### src/pcs_pkg.sv
// Overview of operation
// - Low-power bit forces all MAC-side outputs low except management pins.
// - Low-power mode tristates both twisted-pair transmit outputs.
// - Entering low-power keeps registers but resets latching status bits.
// - Any reset loads every register bit with its default value.
// - Isolate floats MII outputs and ignores MII inputs.
// - Isolate never affects the management register access path.
// - Isolate resets to one when strapped PHY address is zero.
// - Restart writes are ignored while auto-negotiation is disabled.
// - Restart bit starts negotiation and clears itself once begun.
// - Hardware mode takes duplex from the duplex select pin.
// - Software mode with negotiation uses the negotiated duplex.
// - Software mode without negotiation uses duplex bit directly, except in loopback.
// - Loopback mode ignores the duplex bit.
// - Collision test off: COL does not follow TXEN.
// - Collision test on: COL follows TXEN, even in loopback.
// - Reserved control bits 6:0 always read zero.
// - Status bit 15 (T4 ability) always reads zero.
// - Status bits 3 and 0 always read one.
// - Negotiation-complete status bit is latching-high, reset zero.
// - Remote-fault status bit is latching-high, reset zero.
// - Software mode without negotiation: rate bit and, outside loopback, duplex bit select mode.
package pcs_pkg;
  localparam logic [4:0] REG_CONTROL = 5'h00;
  localparam logic [4:0] REG_BASIC_STATUS = 5'h01;
  localparam logic [4:0] PHY_ADDR_ISOLATE = 5'h00;
  // Control bit positions
  localparam int CTL_LOOPBACK = 14;
  localparam int CTL_RATE = 13;
  localparam int CTL_AN_EN = 12;
  localparam int CTL_LOW_POWER = 11;
  localparam int CTL_ISOLATE = 10;
  localparam int CTL_AN_RESTART = 9;
  localparam int CTL_DUPLEX = 8;
  localparam int CTL_COL_TEST = 7;
  localparam logic [15:0] CTL_RESET_VAL = 16'h3000;
  // Status bit positions
  localparam int STS_T4 = 15;
  localparam int STS_AN_DONE = 5;
  localparam int STS_RFAULT = 4;
  localparam int STS_AN_ABLE = 3;
  localparam int STS_LINK = 2;
  localparam int STS_JABBER = 1;
  localparam int STS_EXT_CAP = 0;
  localparam logic [15:0] STS_RESET_VAL = 16'h7809;
  localparam logic [15:0] STS_OVR_MASK = 16'h7fc0;
  localparam logic [15:0] STS_LATCH_MASK = 16'h0036;
  localparam logic [15:0] STS_LATCH_RESET = 16'h0000;
  // Collision test timing: bit time at 100 Mbps, 10 ns
  localparam int BIT_TIME_NS = 10;
  localparam int CLK_PERIOD_NS = 20;
  localparam int COL_DEASSERT_BITS = 4;
  localparam int COL_OFF_CYC_RAW = COL_DEASSERT_BITS * BIT_TIME_NS
    / CLK_PERIOD_NS;
  localparam int COL_OFF_CYC = (COL_OFF_CYC_RAW < 1) ? 1 : COL_OFF_CYC_RAW;
  localparam logic [2:0] COL_OFF_CNT = 3'(COL_OFF_CYC);
endpackage

### src/pcs_sync3.sv
module pcs_sync3
  import pcs_pkg::*;
(
  input wire logic clock,
  input wire logic rst_n,
  input wire logic din,
  output logic dout
);
  logic [2:0] stage_r;
  always_ff @(posedge clock or negedge rst_n)
  begin
    if (!rst_n)
      stage_r <= 3'h0;
    else
      stage_r <= {stage_r[1:0], din};
  end
  // Change accepted once second and third stages agree
  always_ff @(posedge clock or negedge rst_n)
  begin
    if (!rst_n)
      dout <= 1'b0;
    else if (stage_r[1] == stage_r[2])
      dout <= stage_r[2];
  end
endmodule

### src/pcs_latch_bit.sv
module pcs_latch_bit
  import pcs_pkg::*;
(
  input wire logic clock,
  input wire logic rst_n,
  input wire logic clear_default,
  input wire logic live,
  input wire logic read_ack,
  input wire logic active_high,
  output logic value
);
  logic held_r;
  logic event_now;
  logic default_v;
  assign event_now = active_high ? live : ~live;
  // Every latched status bit defaults to zero, the latch-low link bit too
  assign default_v = 1'b0;
  // Event wins over the clear done by a read
  always_ff @(posedge clock or negedge rst_n)
  begin
    if (!rst_n)
      held_r <= 1'b0;
    else if (clear_default)
      held_r <= 1'b0;
    else if (event_now)
      held_r <= 1'b1;
    else if (read_ack)
      held_r <= 1'b0;
  end
  assign value = held_r ? active_high : (clear_default ? default_v : live);
endmodule

### src/pcs_regs.sv
module pcs_regs
  import pcs_pkg::*;
(
  input wire logic clock,
  input wire logic rst_n,
  input wire logic soft_reset,
  input wire logic [4:0] phy_addr,
  input wire logic strap_config_select,
  input wire logic duplex_select_pin,
  input wire logic an_enable_pin,
  input wire logic rate_select_pin,
  input wire logic reg_wr,
  input wire logic reg_rd,
  input wire logic [4:0] reg_addr,
  input wire logic [15:0] reg_wdata,
  output logic [15:0] reg_rdata,
  input wire logic override_writable,
  input wire logic an_started,
  input wire logic an_complete,
  input wire logic an_duplex,
  input wire logic an_rate,
  input wire logic remote_fault,
  input wire logic link_up,
  input wire logic jabber,
  output logic an_restart,
  output logic loopback_en,
  output logic full_duplex,
  output logic speed_100,
  output logic low_power,
  output logic tx_pair_tristate,
  output logic tx_pair_pos_oe,
  output logic tx_pair_neg_oe,
  input wire logic tx_pair_pos_in,
  input wire logic tx_pair_neg_in,
  output logic tx_pair_pos,
  output logic tx_pair_neg,
  input wire logic tx_en,
  input wire logic tx_er,
  input wire logic [3:0] txd,
  output logic tx_en_int,
  output logic tx_er_int,
  output logic [3:0] txd_int,
  input wire logic mii_col_in,
  input wire logic mii_crs_in,
  input wire logic mii_rx_dv_in,
  input wire logic mii_rx_er_in,
  input wire logic [3:0] mii_rxd_in,
  input wire logic mii_tx_clk_in,
  input wire logic mii_rx_clk_in,
  output logic col,
  output logic crs,
  output logic rx_dv,
  output logic rx_er,
  output logic [3:0] rxd,
  output logic tx_clk,
  output logic rx_clk,
  output logic mii_oe
);
  ////////////////////////////////////////////////////////////////////////////
  // Control register
  logic [15:0] ctl_r;
  logic [15:0] ctl_nxt;
  logic [15:0] ovr_r;
  logic [15:0] ovr_nxt;
  logic strap_done_r;
  logic wr_ctl;
  logic wr_sts;
  logic rd_sts;
  logic soft_an_en;
  logic restart_req;
  logic lp_enter;
  logic low_power_q_r;
  logic hw_mode;
  logic an_active;
  logic isolate;
  logic duplex_sel_s;
  logic an_en_pin_s;
  logic rate_sel_s;
  logic tx_en_s;

  function automatic logic addr_hit(input logic [4:0] a, input logic [4:0] r);
    addr_hit = (a == r);
  endfunction

  assign wr_ctl = reg_wr && addr_hit(reg_addr, REG_CONTROL);
  assign wr_sts = reg_wr && addr_hit(reg_addr, REG_BASIC_STATUS);
  assign rd_sts = reg_rd && addr_hit(reg_addr, REG_BASIC_STATUS);
  assign hw_mode = ~strap_config_select;
  assign soft_an_en = ctl_r[CTL_AN_EN];
  assign an_active = hw_mode ? an_en_pin_s : soft_an_en;
  assign restart_req = wr_ctl && reg_wdata[CTL_AN_RESTART]
    && an_active;

  pcs_sync3 u_sync_dpx
  (
    .clock(clock),
    .rst_n(rst_n),
    .din(duplex_select_pin),
    .dout(duplex_sel_s)
  );
  pcs_sync3 u_sync_an
  (
    .clock(clock),
    .rst_n(rst_n),
    .din(an_enable_pin),
    .dout(an_en_pin_s)
  );
  pcs_sync3 u_sync_rate
  (
    .clock(clock),
    .rst_n(rst_n),
    .din(rate_select_pin),
    .dout(rate_sel_s)
  );
  pcs_sync3 u_sync_txen
  (
    .clock(clock),
    .rst_n(rst_n),
    .din(tx_en),
    .dout(tx_en_s)
  );

  always_comb
  begin
    ctl_nxt = ctl_r;
    if (wr_ctl)
    begin
      ctl_nxt[CTL_LOOPBACK:CTL_COL_TEST] = reg_wdata[CTL_LOOPBACK:CTL_COL_TEST];
      ctl_nxt[CTL_AN_RESTART] = restart_req;
    end
    if (an_started)
      ctl_nxt[CTL_AN_RESTART] = 1'b0;
    ctl_nxt[CTL_COL_TEST-1:0] = '0;
    ctl_nxt[15] = 1'b0;
  end

  always_comb
  begin
    ovr_nxt = ovr_r;
    if (wr_sts && override_writable)
      ovr_nxt = (reg_wdata & STS_OVR_MASK) | (ovr_r & ~STS_OVR_MASK);
  end

  // Isolate default depends on the address strap, caught after release
  always_ff @(posedge clock or negedge rst_n)
  begin
    if (!rst_n)
    begin
      ctl_r <= CTL_RESET_VAL;
      ovr_r <= STS_RESET_VAL;
      strap_done_r <= 1'b0;
      low_power_q_r <= 1'b0;
    end
    else if (soft_reset || !strap_done_r)
    begin
      ctl_r <= CTL_RESET_VAL;
      ctl_r[CTL_ISOLATE] <= (phy_addr == PHY_ADDR_ISOLATE);
      ovr_r <= STS_RESET_VAL;
      strap_done_r <= 1'b1;
      low_power_q_r <= 1'b0;
    end
    else
    begin
      ctl_r <= ctl_nxt;
      ovr_r <= ovr_nxt;
      low_power_q_r <= ctl_r[CTL_LOW_POWER];
    end
  end

  assign an_restart = ctl_r[CTL_AN_RESTART];
  assign low_power = ctl_r[CTL_LOW_POWER];
  assign lp_enter = (low_power && !low_power_q_r) || soft_reset
    || !strap_done_r;
  assign isolate = ctl_r[CTL_ISOLATE];
  assign loopback_en = ctl_r[CTL_LOOPBACK];

  ////////////////////////////////////////////////////////////////////////////
  // Operating mode selection
  logic duplex_mode;
  logic rate_mode;
  // Loopback with manual duplex falls back to half duplex
  assign duplex_mode = hw_mode ? duplex_sel_s :
    soft_an_en ? an_duplex :
    loopback_en ? 1'b0 :
    ctl_r[CTL_DUPLEX];
  assign rate_mode = hw_mode ? rate_sel_s :
    soft_an_en ? an_rate : ctl_r[CTL_RATE];

  always_ff @(posedge clock or negedge rst_n)
  begin
    if (!rst_n)
    begin
      full_duplex <= 1'b0;
      speed_100 <= 1'b0;
    end
    else
    begin
      full_duplex <= duplex_mode;
      speed_100 <= rate_mode;
    end
  end

  ////////////////////////////////////////////////////////////////////////////
  // Status register with latching bits
  logic an_done_v;
  logic rfault_v;
  logic link_v;
  logic jabber_v;
  logic [15:0] sts_word;

  pcs_latch_bit u_an_done
  (
    .clock(clock),
    .rst_n(rst_n),
    .clear_default(lp_enter),
    .live(an_complete && an_active),
    .read_ack(rd_sts),
    .active_high(1'b1),
    .value(an_done_v)
  );
  pcs_latch_bit u_rfault
  (
    .clock(clock),
    .rst_n(rst_n),
    .clear_default(lp_enter),
    .live(remote_fault),
    .read_ack(rd_sts),
    .active_high(1'b1),
    .value(rfault_v)
  );
  pcs_latch_bit u_link
  (
    .clock(clock),
    .rst_n(rst_n),
    .clear_default(lp_enter),
    .live(link_up),
    .read_ack(rd_sts),
    .active_high(1'b0),
    .value(link_v)
  );
  pcs_latch_bit u_jabber
  (
    .clock(clock),
    .rst_n(rst_n),
    .clear_default(lp_enter),
    .live(jabber),
    .read_ack(rd_sts),
    .active_high(1'b1),
    .value(jabber_v)
  );

  always_comb
  begin
    sts_word = ovr_r & STS_OVR_MASK;
    sts_word[STS_T4] = 1'b0;
    sts_word[STS_AN_DONE] = an_done_v;
    sts_word[STS_RFAULT] = rfault_v;
    sts_word[STS_AN_ABLE] = 1'b1;
    sts_word[STS_LINK] = link_v;
    sts_word[STS_JABBER] = jabber_v;
    sts_word[STS_EXT_CAP] = 1'b1;
  end

  // Reads are served regardless of isolate or low power
  always_ff @(posedge clock or negedge rst_n)
  begin
    if (!rst_n)
      reg_rdata <= 16'h0000;
    else if (reg_rd)
      reg_rdata <= addr_hit(reg_addr, REG_CONTROL) ? ctl_r :
        addr_hit(reg_addr, REG_BASIC_STATUS) ? sts_word : 16'h0000;
  end

  ////////////////////////////////////////////////////////////////////////////
  // Collision test
  logic [2:0] col_off_r;
  logic col_test_r;
  logic col_drive;
  // TXEN rise shows after sync delay, well inside 512 bit times
  always_ff @(posedge clock or negedge rst_n)
  begin
    if (!rst_n)
    begin
      col_off_r <= 3'h0;
      col_test_r <= 1'b0;
    end
    else if (!ctl_r[CTL_COL_TEST])
    begin
      col_off_r <= 3'h0;
      col_test_r <= 1'b0;
    end
    else if (tx_en_s && !isolate)
    begin
      col_off_r <= COL_OFF_CNT;
      col_test_r <= 1'b1;
    end
    else if (col_off_r > 3'h1)
      col_off_r <= col_off_r - 3'h1;
    else
    begin
      col_off_r <= 3'h0;
      col_test_r <= 1'b0;
    end
  end
  // Raw TXEN gates the fall: the synchroniser alone is too slow for it
  assign col_drive = ctl_r[CTL_COL_TEST] ? (col_test_r & tx_en)
    : (loopback_en ? 1'b0 : mii_col_in);

  ////////////////////////////////////////////////////////////////////////////
  // MII and line pins
  logic gate;
  assign gate = ~low_power;
  // Low power drives zero; isolate releases the pins instead
  assign mii_oe = ~isolate;
  assign col = col_drive & gate;
  assign crs = mii_crs_in & gate;
  assign rx_dv = mii_rx_dv_in & gate;
  assign rx_er = mii_rx_er_in & gate;
  assign rxd = mii_rxd_in & {4{gate}};
  assign tx_clk = mii_tx_clk_in & gate;
  assign rx_clk = mii_rx_clk_in & gate;
  assign tx_en_int = tx_en & ~isolate & gate;
  assign tx_er_int = tx_er & ~isolate & gate;
  assign txd_int = txd & {4{~isolate & gate}};
  assign tx_pair_tristate = low_power;
  assign tx_pair_pos_oe = ~low_power;
  assign tx_pair_neg_oe = ~low_power;
  assign tx_pair_pos = tx_pair_pos_in & gate;
  assign tx_pair_neg = tx_pair_neg_in & gate;
endmodule

### config.mk
export PLATFORM = sky130hd
export DESIGN_NAME = pcs_regs
export DESIGN_NICKNAME = d
export VERILOG_FILES = /design/src/pcs_pkg.sv /design/src/pcs_sync3.sv /design/src/pcs_latch_bit.sv /design/src/pcs_regs.sv
export SDC_FILE = /design/constraint.sdc
export NUM_CORES = 1
export LEC_CHECK = 0
export BUFFER_PORTS_ARGS = -buffer_cell sky130_fd_sc_hd__buf_2
export CAP_MARGIN = 20
export CORE_MARGIN = 2
export CORE_UTILIZATION = 48
export DETAILED_ROUTE_END_ITERATION = 7
export PLACE_DENSITY_LB_ADDON = 0.1
export SYNTH_ARGS = -nofsm -noshare
export SYNTH_HDL_FRONTEND = slang
export SYNTH_SLANG_ARGS = --single-unit
### constraint.sdc
create_clock -name clock -period 1.4 [get_ports clock]
set_input_delay 0.14 -clock clock [delete_from_list [all_inputs] [get_ports clock]]
set_output_delay 0.14 -clock clock [all_outputs]
set_load 0.005 [all_outputs]
Word-level counts from Yosys, hierarchy flattened
Cells that the tools add are included.
{ "classes": {"n_addsub": 1, "magnitude_cmp": 1, "n_eq_ne": 7, "muxes": 39, "n_bitwise": 19, "n_reduce_logical": 23} }
{ "op_table": {"columns": ["operator", "count"], "rows": [
  ["2-to-1 mux 16 bit", 3],
  ["2-to-1 mux 1 bit", 30],
  ["2-to-1 mux 15 bit", 2],
  ["OR 15 x 16 -> 16 bit", 1],
  ["AND 1 bit", 14],
  ["nonzero test 3 bit", 4],
  ["logical NOT 5 bit", 2],
  ["logical AND 1 bit", 9],
  ["2-to-1 mux 3 bit", 3],
  ["AND 4 bit", 2],
  ["2-to-1 mux 8 bit", 1],
  ["equality test 5 x 1 -> 1 bit (second input constant)", 1],
  ["equality test 1 bit", 4],
  ["nonzero test 2 bit", 2],
  ["> comparator 3 x 1 -> 1 bit (second input constant)", 1],
  ["logical NOT 1 bit", 3],
  ["logical OR 1 bit", 3],
  ["inequality test 3 x 1 -> 1 bit (second input constant)", 1],
  ["inequality test 3 bit (second input constant)", 1],
  ["subtractor 3 x 1 -> 3 bit (second input constant)", 1],
  ["inverter 1 bit", 2]
]} }
{ "totals": {"register_bits": 76, "input_bits": 61, "output_inout_bits": 43, "wordCells": 113} }

Longest topological paths before layout
Gate-level depths: netlist of run 1.
{ "depth": {"word_depth": 8, "depth_mapped": 5} }

Modules after synthesis
From an unflattened synthesis of run 1, not the netlist that was laid out.
{ "hier_totals": {"hier_cells": 254, "hier_area_um2": 2697.6} }
{ "modules_own_cells": {"columns": ["module", "instances", "cells_per_inst", "area_each_um2"], "rows": [
  ["pcs_regs", 1, 206, 2011.9],
  ["pcs_sync3", 4, 5, 111.4],
  ["pcs_latch_bit", 4, 7, 60.1]
]} }

Worst setup path after synthesis of run 1
No wires, ideal clock.
{ "synth_timing": {"path_kind": "input to register", "start": "input port reg_addr[3]", "end": "register ovr_r[6]", "setup_ns": 0.136, "arrival_ns": 1.104, "setup_slack_ns": 0.159, "cell_stages": 5, "n_path_buf": 2, "cell_sequence": "or3_1 buf_2 buf_2 o31ai_1 a21oi_1"} }
{ "synth_via": {"elab_chain_len": 4} }
{ "synth_lines": {"columns": ["item", "line_no", "text"], "rows": [
  ["start: declaration", "pcs_regs.sv:14", "input wire logic [4:0] reg_addr,"],
  ["equality test 5 x 1 -> 1 bit", "pcs_regs.sv:82", "addr_hit = (a == r);"],
  ["logical AND 1 bit", "pcs_regs.sv:86", "assign wr_sts = reg_wr && addr_hit(reg_addr, REG_BASIC_STATUS);"],
  ["logical AND 1 bit", "pcs_regs.sv:140", "if (wr_sts && override_writable)"],
  ["nonzero test 2 bit (no line)", null, null],
  ["end signal: assignment", "pcs_regs.sv:165", "ovr_r <= ovr_nxt;"],
  ["end: declaration", "pcs_regs.sv:63", "logic [15:0] ovr_r;"]
]} }
No other way between the ends.
A chain may end at the register's enable or synchronous reset.

Worst setup path after layout of run 1
{ "layout_timing": {"start": "register ctl_r[10]", "end": "output port tx_er_int"} }
{ "layout_via": {"elab_chain_len": 3} }
{ "layout_lines": {"columns": ["item", "line_no", "text"], "rows": [
  ["start: declaration", "pcs_regs.sv:61", "logic [15:0] ctl_r;"],
  ["start signal: indexed assignment", "pcs_regs.sv:157", "ctl_r[CTL_ISOLATE] <= (phy_addr == PHY_ADDR_ISOLATE);"],
  ["start signal: assignment", "pcs_regs.sv:164", "ctl_r <= ctl_nxt;"],
  ["inverter 1 bit", "pcs_regs.sv:323", "assign tx_er_int = tx_er & ~isolate & gate;"],
  ["AND 1 bit (2 in a row)", "pcs_regs.sv:323", null],
  ["end: declaration", "pcs_regs.sv:41", "output logic tx_er_int,"]
]} }
No other way between the ends.

==> flow_summary.toml, run 1 <==
[status]
status = "complete, no violations"

[route]
vias_per_cell = 5.41
dr_total_vias = 2352
drc = 0
wl_per_cell_um = 15.3
drt_wl_total_um = 6670
drtIter0Drc = 147
ant_nets = 0
firstDrtPassIters = 4

[synth]
syn_nets = 311
yosysWarnings = 0
yosys.area.top_type_share = 0.505
synth_top_area_cell = "dfrtp_1"
synth_xor_area_frac = 0.00334
synth_compound_area_frac = 0.159
async_flop_share = 1.00
netlist_instances = 248
synthDistinctLibCells = 42
syn-cell-area_sq_um = 2620
ys_top_cells_by_count = "dfrtp_1 (53), o21ai_0 (18), a21oi_1 (16), nand2_1 (16), nor2b_1 (14)"
netlist_top_cells_area = "dfrtp_1 (51%), dfstp_2 (6.0%), o21ai_0 (3.4%)"
synth_top_family_by_area = "simple AND/OR/NAND/NOR gates"
yosys_register_bits = 59
synth_most_common_cell = "dfrtp_1"
synth_edf_count = 0
ys_seq_area_frac = 0.566
yosys.area_share.simple = 0.187
synth_ff_type = "dfrtp_1"
synth.avg_cell_area_sq_um = 10.6
synth_fa_ha_area_frac = 0.0248
synth.area.mux_share = 0.00811

[place]
dpl_cell_area_sq_um = 3270
gp_congestion = 0.793
portBuffers = 95
detailed_place_hpwl_um = 4670

[sta]
max_freq_mhz = 742
rsz0062_at_grt = "yes"
timing.hold.ws_ns = 0.0433
finalSetupViolations = 0
final_hold_viol_count = 0
drv_slew = 0
post-route-period-util = 0.963
min_period_ns = 1.35
fin_skew_ns = 0.00691

[floorplanning]
core-area_sq_um = 5200
rows = 26
fp.dieH_um = 77.9
fp.dieW_um = 77.9
die_area_sq_um = 6070
start_util = 0.504
ios = 104

[cts]
cts_max_path_buffers = 2
cts_buffers = 9
clockRootBuffer = "clkbuf_8"
post-cts-setup-buffers = 0
htreeDepth = 3
cts.sink_count = 59
cts_tree = "yes"
cts.clk_slew.worst_paths_ns = 0.06
clk_latency_ns = 0.33

[global_route]
grt_max_degree = 26
grt_antenna_before_repair = 0
grt-ovfl-total = 0
track_usage = 0.232
grt_first_pass_wirelength_um = 10900
grt_pass1_vias = 2323

[worst_setup_path]
required_ns = 1.26
reg2regPathDepth = 5
crit_chain = "nor2_4, and2_1, buf_2"
crit_path_end_kind = "primary output"
cp.arrival_ns = 1.21
crit_slowest_cell = "dfrtp_2"
worstPathBufferInverterCount = 1
startpoint = "ctl_r[10]$_DFFE_PN0P_"
cp-start-kind = "register"
crit_fanout = 6
r2r_setup_slack_ns = 0.09
worst-setup-path-type = "reg2out"
reg2reg_from = "col_off_r[1]$_DFF_PN0_"
rr_endpoint = "col_test_r$_DFFE_PN0P_"
crit_family = "flip-flops"
max_stage_delay_ns = 0.45

[hold_path]
worstHoldPathCells = 3
min_to = "u_rfault.held_r$_DFFE_PN0P_"
hold_start = "remote_fault"
worstHoldPathType = "in2reg"

[finish]
n_antenna_cell = 0
fillers = 406
fin_nets = 423
layout-drive-gt1-share = 0.395
final_area_sq_um = 3580
syn2layout_area_growth_pct = 36.5
multi_input_area_sq_um = 1020
seqCellArea_sq_um = 1490

[job]
drv_cap = 0

[power]
power.density_nw_per_um2 = 1090
p_leak_nw = 1.68
irDropWorstVdd_mv = 0.728
-- layout make-up --
class / instances / area share
Inverter: 9 / 0.00943
Multi-Input combinational cell: 162 / 0.284
Tap cell: 70 / 0.0245
Sequential cell: 59 / 0.415
Clock buffer: 12 / 0.0433
Timing Repair Buffer: 119 / 0.203
Clock inverter: 4 / 0.0203
-- cell usage in the layout, fill, tap and decap left out, types with 2 or more instances in the layout --
cell            n
maj3_1          4
nor3_1         11
a31oi_1         6
clkbuf_8       11
buf_12          4
nor2_1          6
nand3_1        11
dfrtp_1        50
a221o_1         8
buf_4          12
inv_1           9
nor4_1          4
nand2b_1        3
ha_1            2
nand4_1         7
o21ai_0        18
bufinv_16       2
dfrtp_2         3
nand2_1        16
o2bb2ai_1       4
dlygate4sd3_1   7
nor2b_1        14
buf_2          95
and2_1          7
o31ai_1         5
conb_1          2
dfstp_2         6
a21oi_1        16
-- routing by layer --
layer	global-route usage	up-vias	wire [um]
li1	-	1121	-
met1	0.308	1102	2890
met2	0.368	114	3110
met3	0.0442	15	510
met4	0.112	0	164
met5	0	-	0
-- worst register-to-register path: cells and delay by family (launching register included) --
family / cells / cell delay, ns
fa+ha+maj: 1 / 0.13
buf+inv: 1 / 0.07
flops: 1 / 0.38
compound gates: 3 / 0.59
-- stage by stage --
| step | worst slack [ns] | TNS, ns | total power, mW | std cells | utilization |
|---|---|---|---|---|---|
| after floorplan | 0.159 | 0 | 1.95 | 248 | - |
| after global placement | 0.0730 | 0 | 2.17 | 412 | 0.628 |
| after detailed placement | 0.0233 | 0 | 2.18 | 412 | 0.628 |
| after CTS | 0.00540 | 0 | 3.94 | 435 | 0.686 |
| after global routing | -0.00636 | -0.0120 | 4.06 | 435 | 0.688 |
| final | 0.0520 | 0 | 3.91 | 435 | 0.688 |
-- kinds of logic after synthesis --
family,after synthesis
other,2
buffers and inverters,27
multiplexers,2
AO/OA/AOI/OAI,64
adder cells (fa/ha/maj),6
flip-flops,59
AND/OR/NAND/NOR,87
XOR/XNOR,1
-- power breakdown --
group	switching (mW)	internal, mW	leakage (nW)
Combinational	0.205	0.182	0.814
Clock	0.652	1.10	0.113
Sequential	0.0233	1.75	0.751
-- state kept, by name, indices dropped and copies added, names as in the netlist, 3 cells and up --
signal,flops
reg_rdata,14
ovr_r,9
ctl_r,8
col_off_r,3
u_sync_an.stage_r,3
u_sync_dpx.stage_r,3
u_sync_rate.stage_r,3
u_sync_txen.stage_r,3
-- worst max path at each step --
stage                                        to  slack, ns  cells after the start
finish                                tx_er_int       0.05                      3
global placement      reg_rdata[12]$_DFFE_PN0P_       0.07                      5
global route             col_test_r$_DFFE_PN0P_     -0.006                      5
floorplan                  ovr_r[6]$_DFFE_PN0P_       0.16                      5
CTS                                   tx_er_int      0.005                      3
detailed placement  u_jabber.held_r$_DFFE_PN0P_       0.02                      5
-- repair_timing --
action | CTS | global route
setup endpoints to repair | 6 | 16
hold endpoints to repair | 23 | 0
hold buffers | 7 | 0
resized for setup | 1 | 5
(Power assumes the default switching activity.)
==> run 2, diff against run 1 <==
- CELL_PAD_IN_SITES_DETAIL_PLACEMENT: not set -> 0
- CELL_PAD_IN_SITES_GLOBAL_PLACEMENT: not set -> 1
- CORE_UTILIZATION: 48 -> 36
==> run 2 against run 1 <==
Against the previous run: total power is 4.4% lower; sequential share of layout area is 0.92 points lower; sequential power hardly changed; non-clock buffer count is 2 higher; die area is 31% higher; count of clock-buffer cells in the layout is 3 lower; fmax is 0.53% lower; clock power is 11% lower; utilization is 18 points lower; combinational power is 4% higher; critical endpoint is now tx_clk; largest cell class unchanged; largest power group unchanged.
==> flow_summary.toml, run 2 (same netlist as run 1, synthesis figures left out) <==
[status]
status = "complete, no violations"

[sta]
fin_skew_ns = 0.0109
setup_tns_ns = 0
rsz0062_at_grt = "yes"
final_hold_viol_count = 0
finalSetupViolations = 0
timing.hold.ws_ns = 0.0324
post-route-period-util = 0.968
max_freq_mhz = 738
drv_slew = 0
setup_slack_ns = 0.0449
min_period_ns = 1.36

[finish]
fin_nets = 425
n_antenna_cell = 0
reg.largest.list = "reg_rdata (14), ovr_r (9), ctl_r (8)"
layout_common_cells = "buf_2 (95), dfrtp_1 (52), o21ai_0 (17)"
final_cell_count_no_fill = 466
seqCellArea_sq_um = 1490
fillers = 730
multi_input_area_sq_um = 1020
largest_register = "reg_rdata"
largest_register_ffs = 14
final_common_cell = "buf_2"
final_area_sq_um = 3660
syn2layout_area_growth_pct = 39.3
layout-drive-gt1-share = 0.398
utilization = 0.512

[worst_setup_path]
r2r_setup_slack_ns = 0.20
max_stage_delay_ns = 0.40
reg2reg_from = "col_off_r[0]$_DFF_PN0_"
cp-start-kind = "register"
rr_endpoint = "col_off_r[2]$_DFF_PN0_"
startpoint = "ctl_r[11]$_DFFE_PN0P_"
cp.arrival_ns = 1.22
required_ns = 1.26
worst-setup-path-type = "reg2out"
crit_path_end_kind = "primary output"
reg2regPathDepth = 4
crit_fanout = 6
crit_chain = "buf_6, buf_4, nor2b_1, buf_2"
crit_slowest_cell = "dfrtp_1"

[cts]
htreeDepth = 3
cts.sink_count = 59
clk_latency_ns = 0.34
clockRootBuffer = "clkbuf_8"
cts_tree = "yes"
cts.clk_slew.worst_paths_ns = 0.07
cts_max_path_buffers = 2
cts_buffers = 9

[hold_path]
min_to = "full_duplex$_DFF_PN0_"
worstHoldPathCells = 2
hold_start = "strap_config_select"
worstHoldPathType = "in2reg"

[route]
wl_per_cell_um = 15.0
drtIter0Drc = 157
drc = 0
firstDrtPassIters = 4
drt_wl_total_um = 6980
ant_nets = 0
dr_total_vias = 2309
vias_per_cell = 4.95

[place]
dp_slack_ns = 0.0579
gp_congestion = 0.787
placed_cells = 441
detailed_place_hpwl_um = 4950
portBuffers = 95
dpl_cell_area_sq_um = 3350

[floorplanning]
fp.dieW_um = 89.4
core-area_sq_um = 7140
start_util = 0.368
die_area_sq_um = 7990
rows = 31
fp.dieH_um = 89.4
ios = 104

[global_route]
track_usage = 0.180
grt_pass1_vias = 2049
grt_max_degree = 26
grt-ovfl-total = 0
grt_first_pass_wirelength_um = 10700
grt_antenna_before_repair = 0

[power]
power.density_nw_per_um2 = 1020
irDropWorstVdd_mv = 0.685
totalPowerFinal_mw = 3.74
p_leak_nw = 1.69

[job]
drv_cap = 0
==> run 2: cell types whose count changed in the layout (fill, tap and decap cells not counted), moves of 2 or more <==
| cell | delta |
|---|---|
| clkinv_4 | +3 |
| clkbuf_8 | -2 |
| dfrtp_2 | -2 |
| buf_12 | +4 |
| buf_4 | -2 |
| dfrtp_1 | +2 |
==> run 2: layout make-up <==
class | count | area share
multi-input combinational | 162 | 0.279
clock buffer | 9 | 0.0339
inverter | 9 | 0.00924
sequential | 59 | 0.406
tap | 99 | 0.0339
timing repair buffer | 121 | 0.217
clock inverter | 7 | 0.0212
==> run 2: timing repair <==
action	in CTS	in global routing
pin swaps	2	1
buffers inserted	2	0
hold buffers	7	0
setup endpoints to repair	6	11
hold endpoints to repair	22	0
gates resized for setup	3	3
==> run 2: where the power goes <==
part	switching (mW)	leakage (nW)	internal [mW]
Sequential	0.0225	0.754	1.75
Clock	0.731	0.0998	0.832
Combinational	0.209	0.840	0.192
Total	0.962	1.69	2.78
==> run 2: worst max-delay path: cells and delay by family (launching register included) <==
| kind | cells | cell delay [ns] |
|---|---|---|
| simple gates | 1 | 0.10 |
| flops | 1 | 0.40 |
| buf+inv | 3 | 0.39 |
==> run 2: per-layer routing <==
layer | part of all wire | routed length [um] | up-vias | global-route usage
met5 | 0 | 0 | - | 0
met4 | 0.0079 | 55 | 0 | 0.0611
met3 | 0.064 | 445 | 8 | 0.0480
met2 | 0.45 | 3140 | 93 | 0.268
met1 | 0.48 | 3340 | 1091 | 0.255
li1 | - | - | 1117 | -
==> run 2: how the worst max path moves through the flow <==
stage                                         endpoint  slack, ns
after floorplan                   ovr_r[6]$_DFFE_PN0P_       0.16
after CTS                                   txd_int[0]    -0.0005
after global placement    u_an_done.held_r$_DFFE_PN0P_       0.07
after global routing                        txd_int[2]      -0.04
final                                           tx_clk       0.04
after detailed placement          ovr_r[7]$_DFFE_PN0P_       0.06
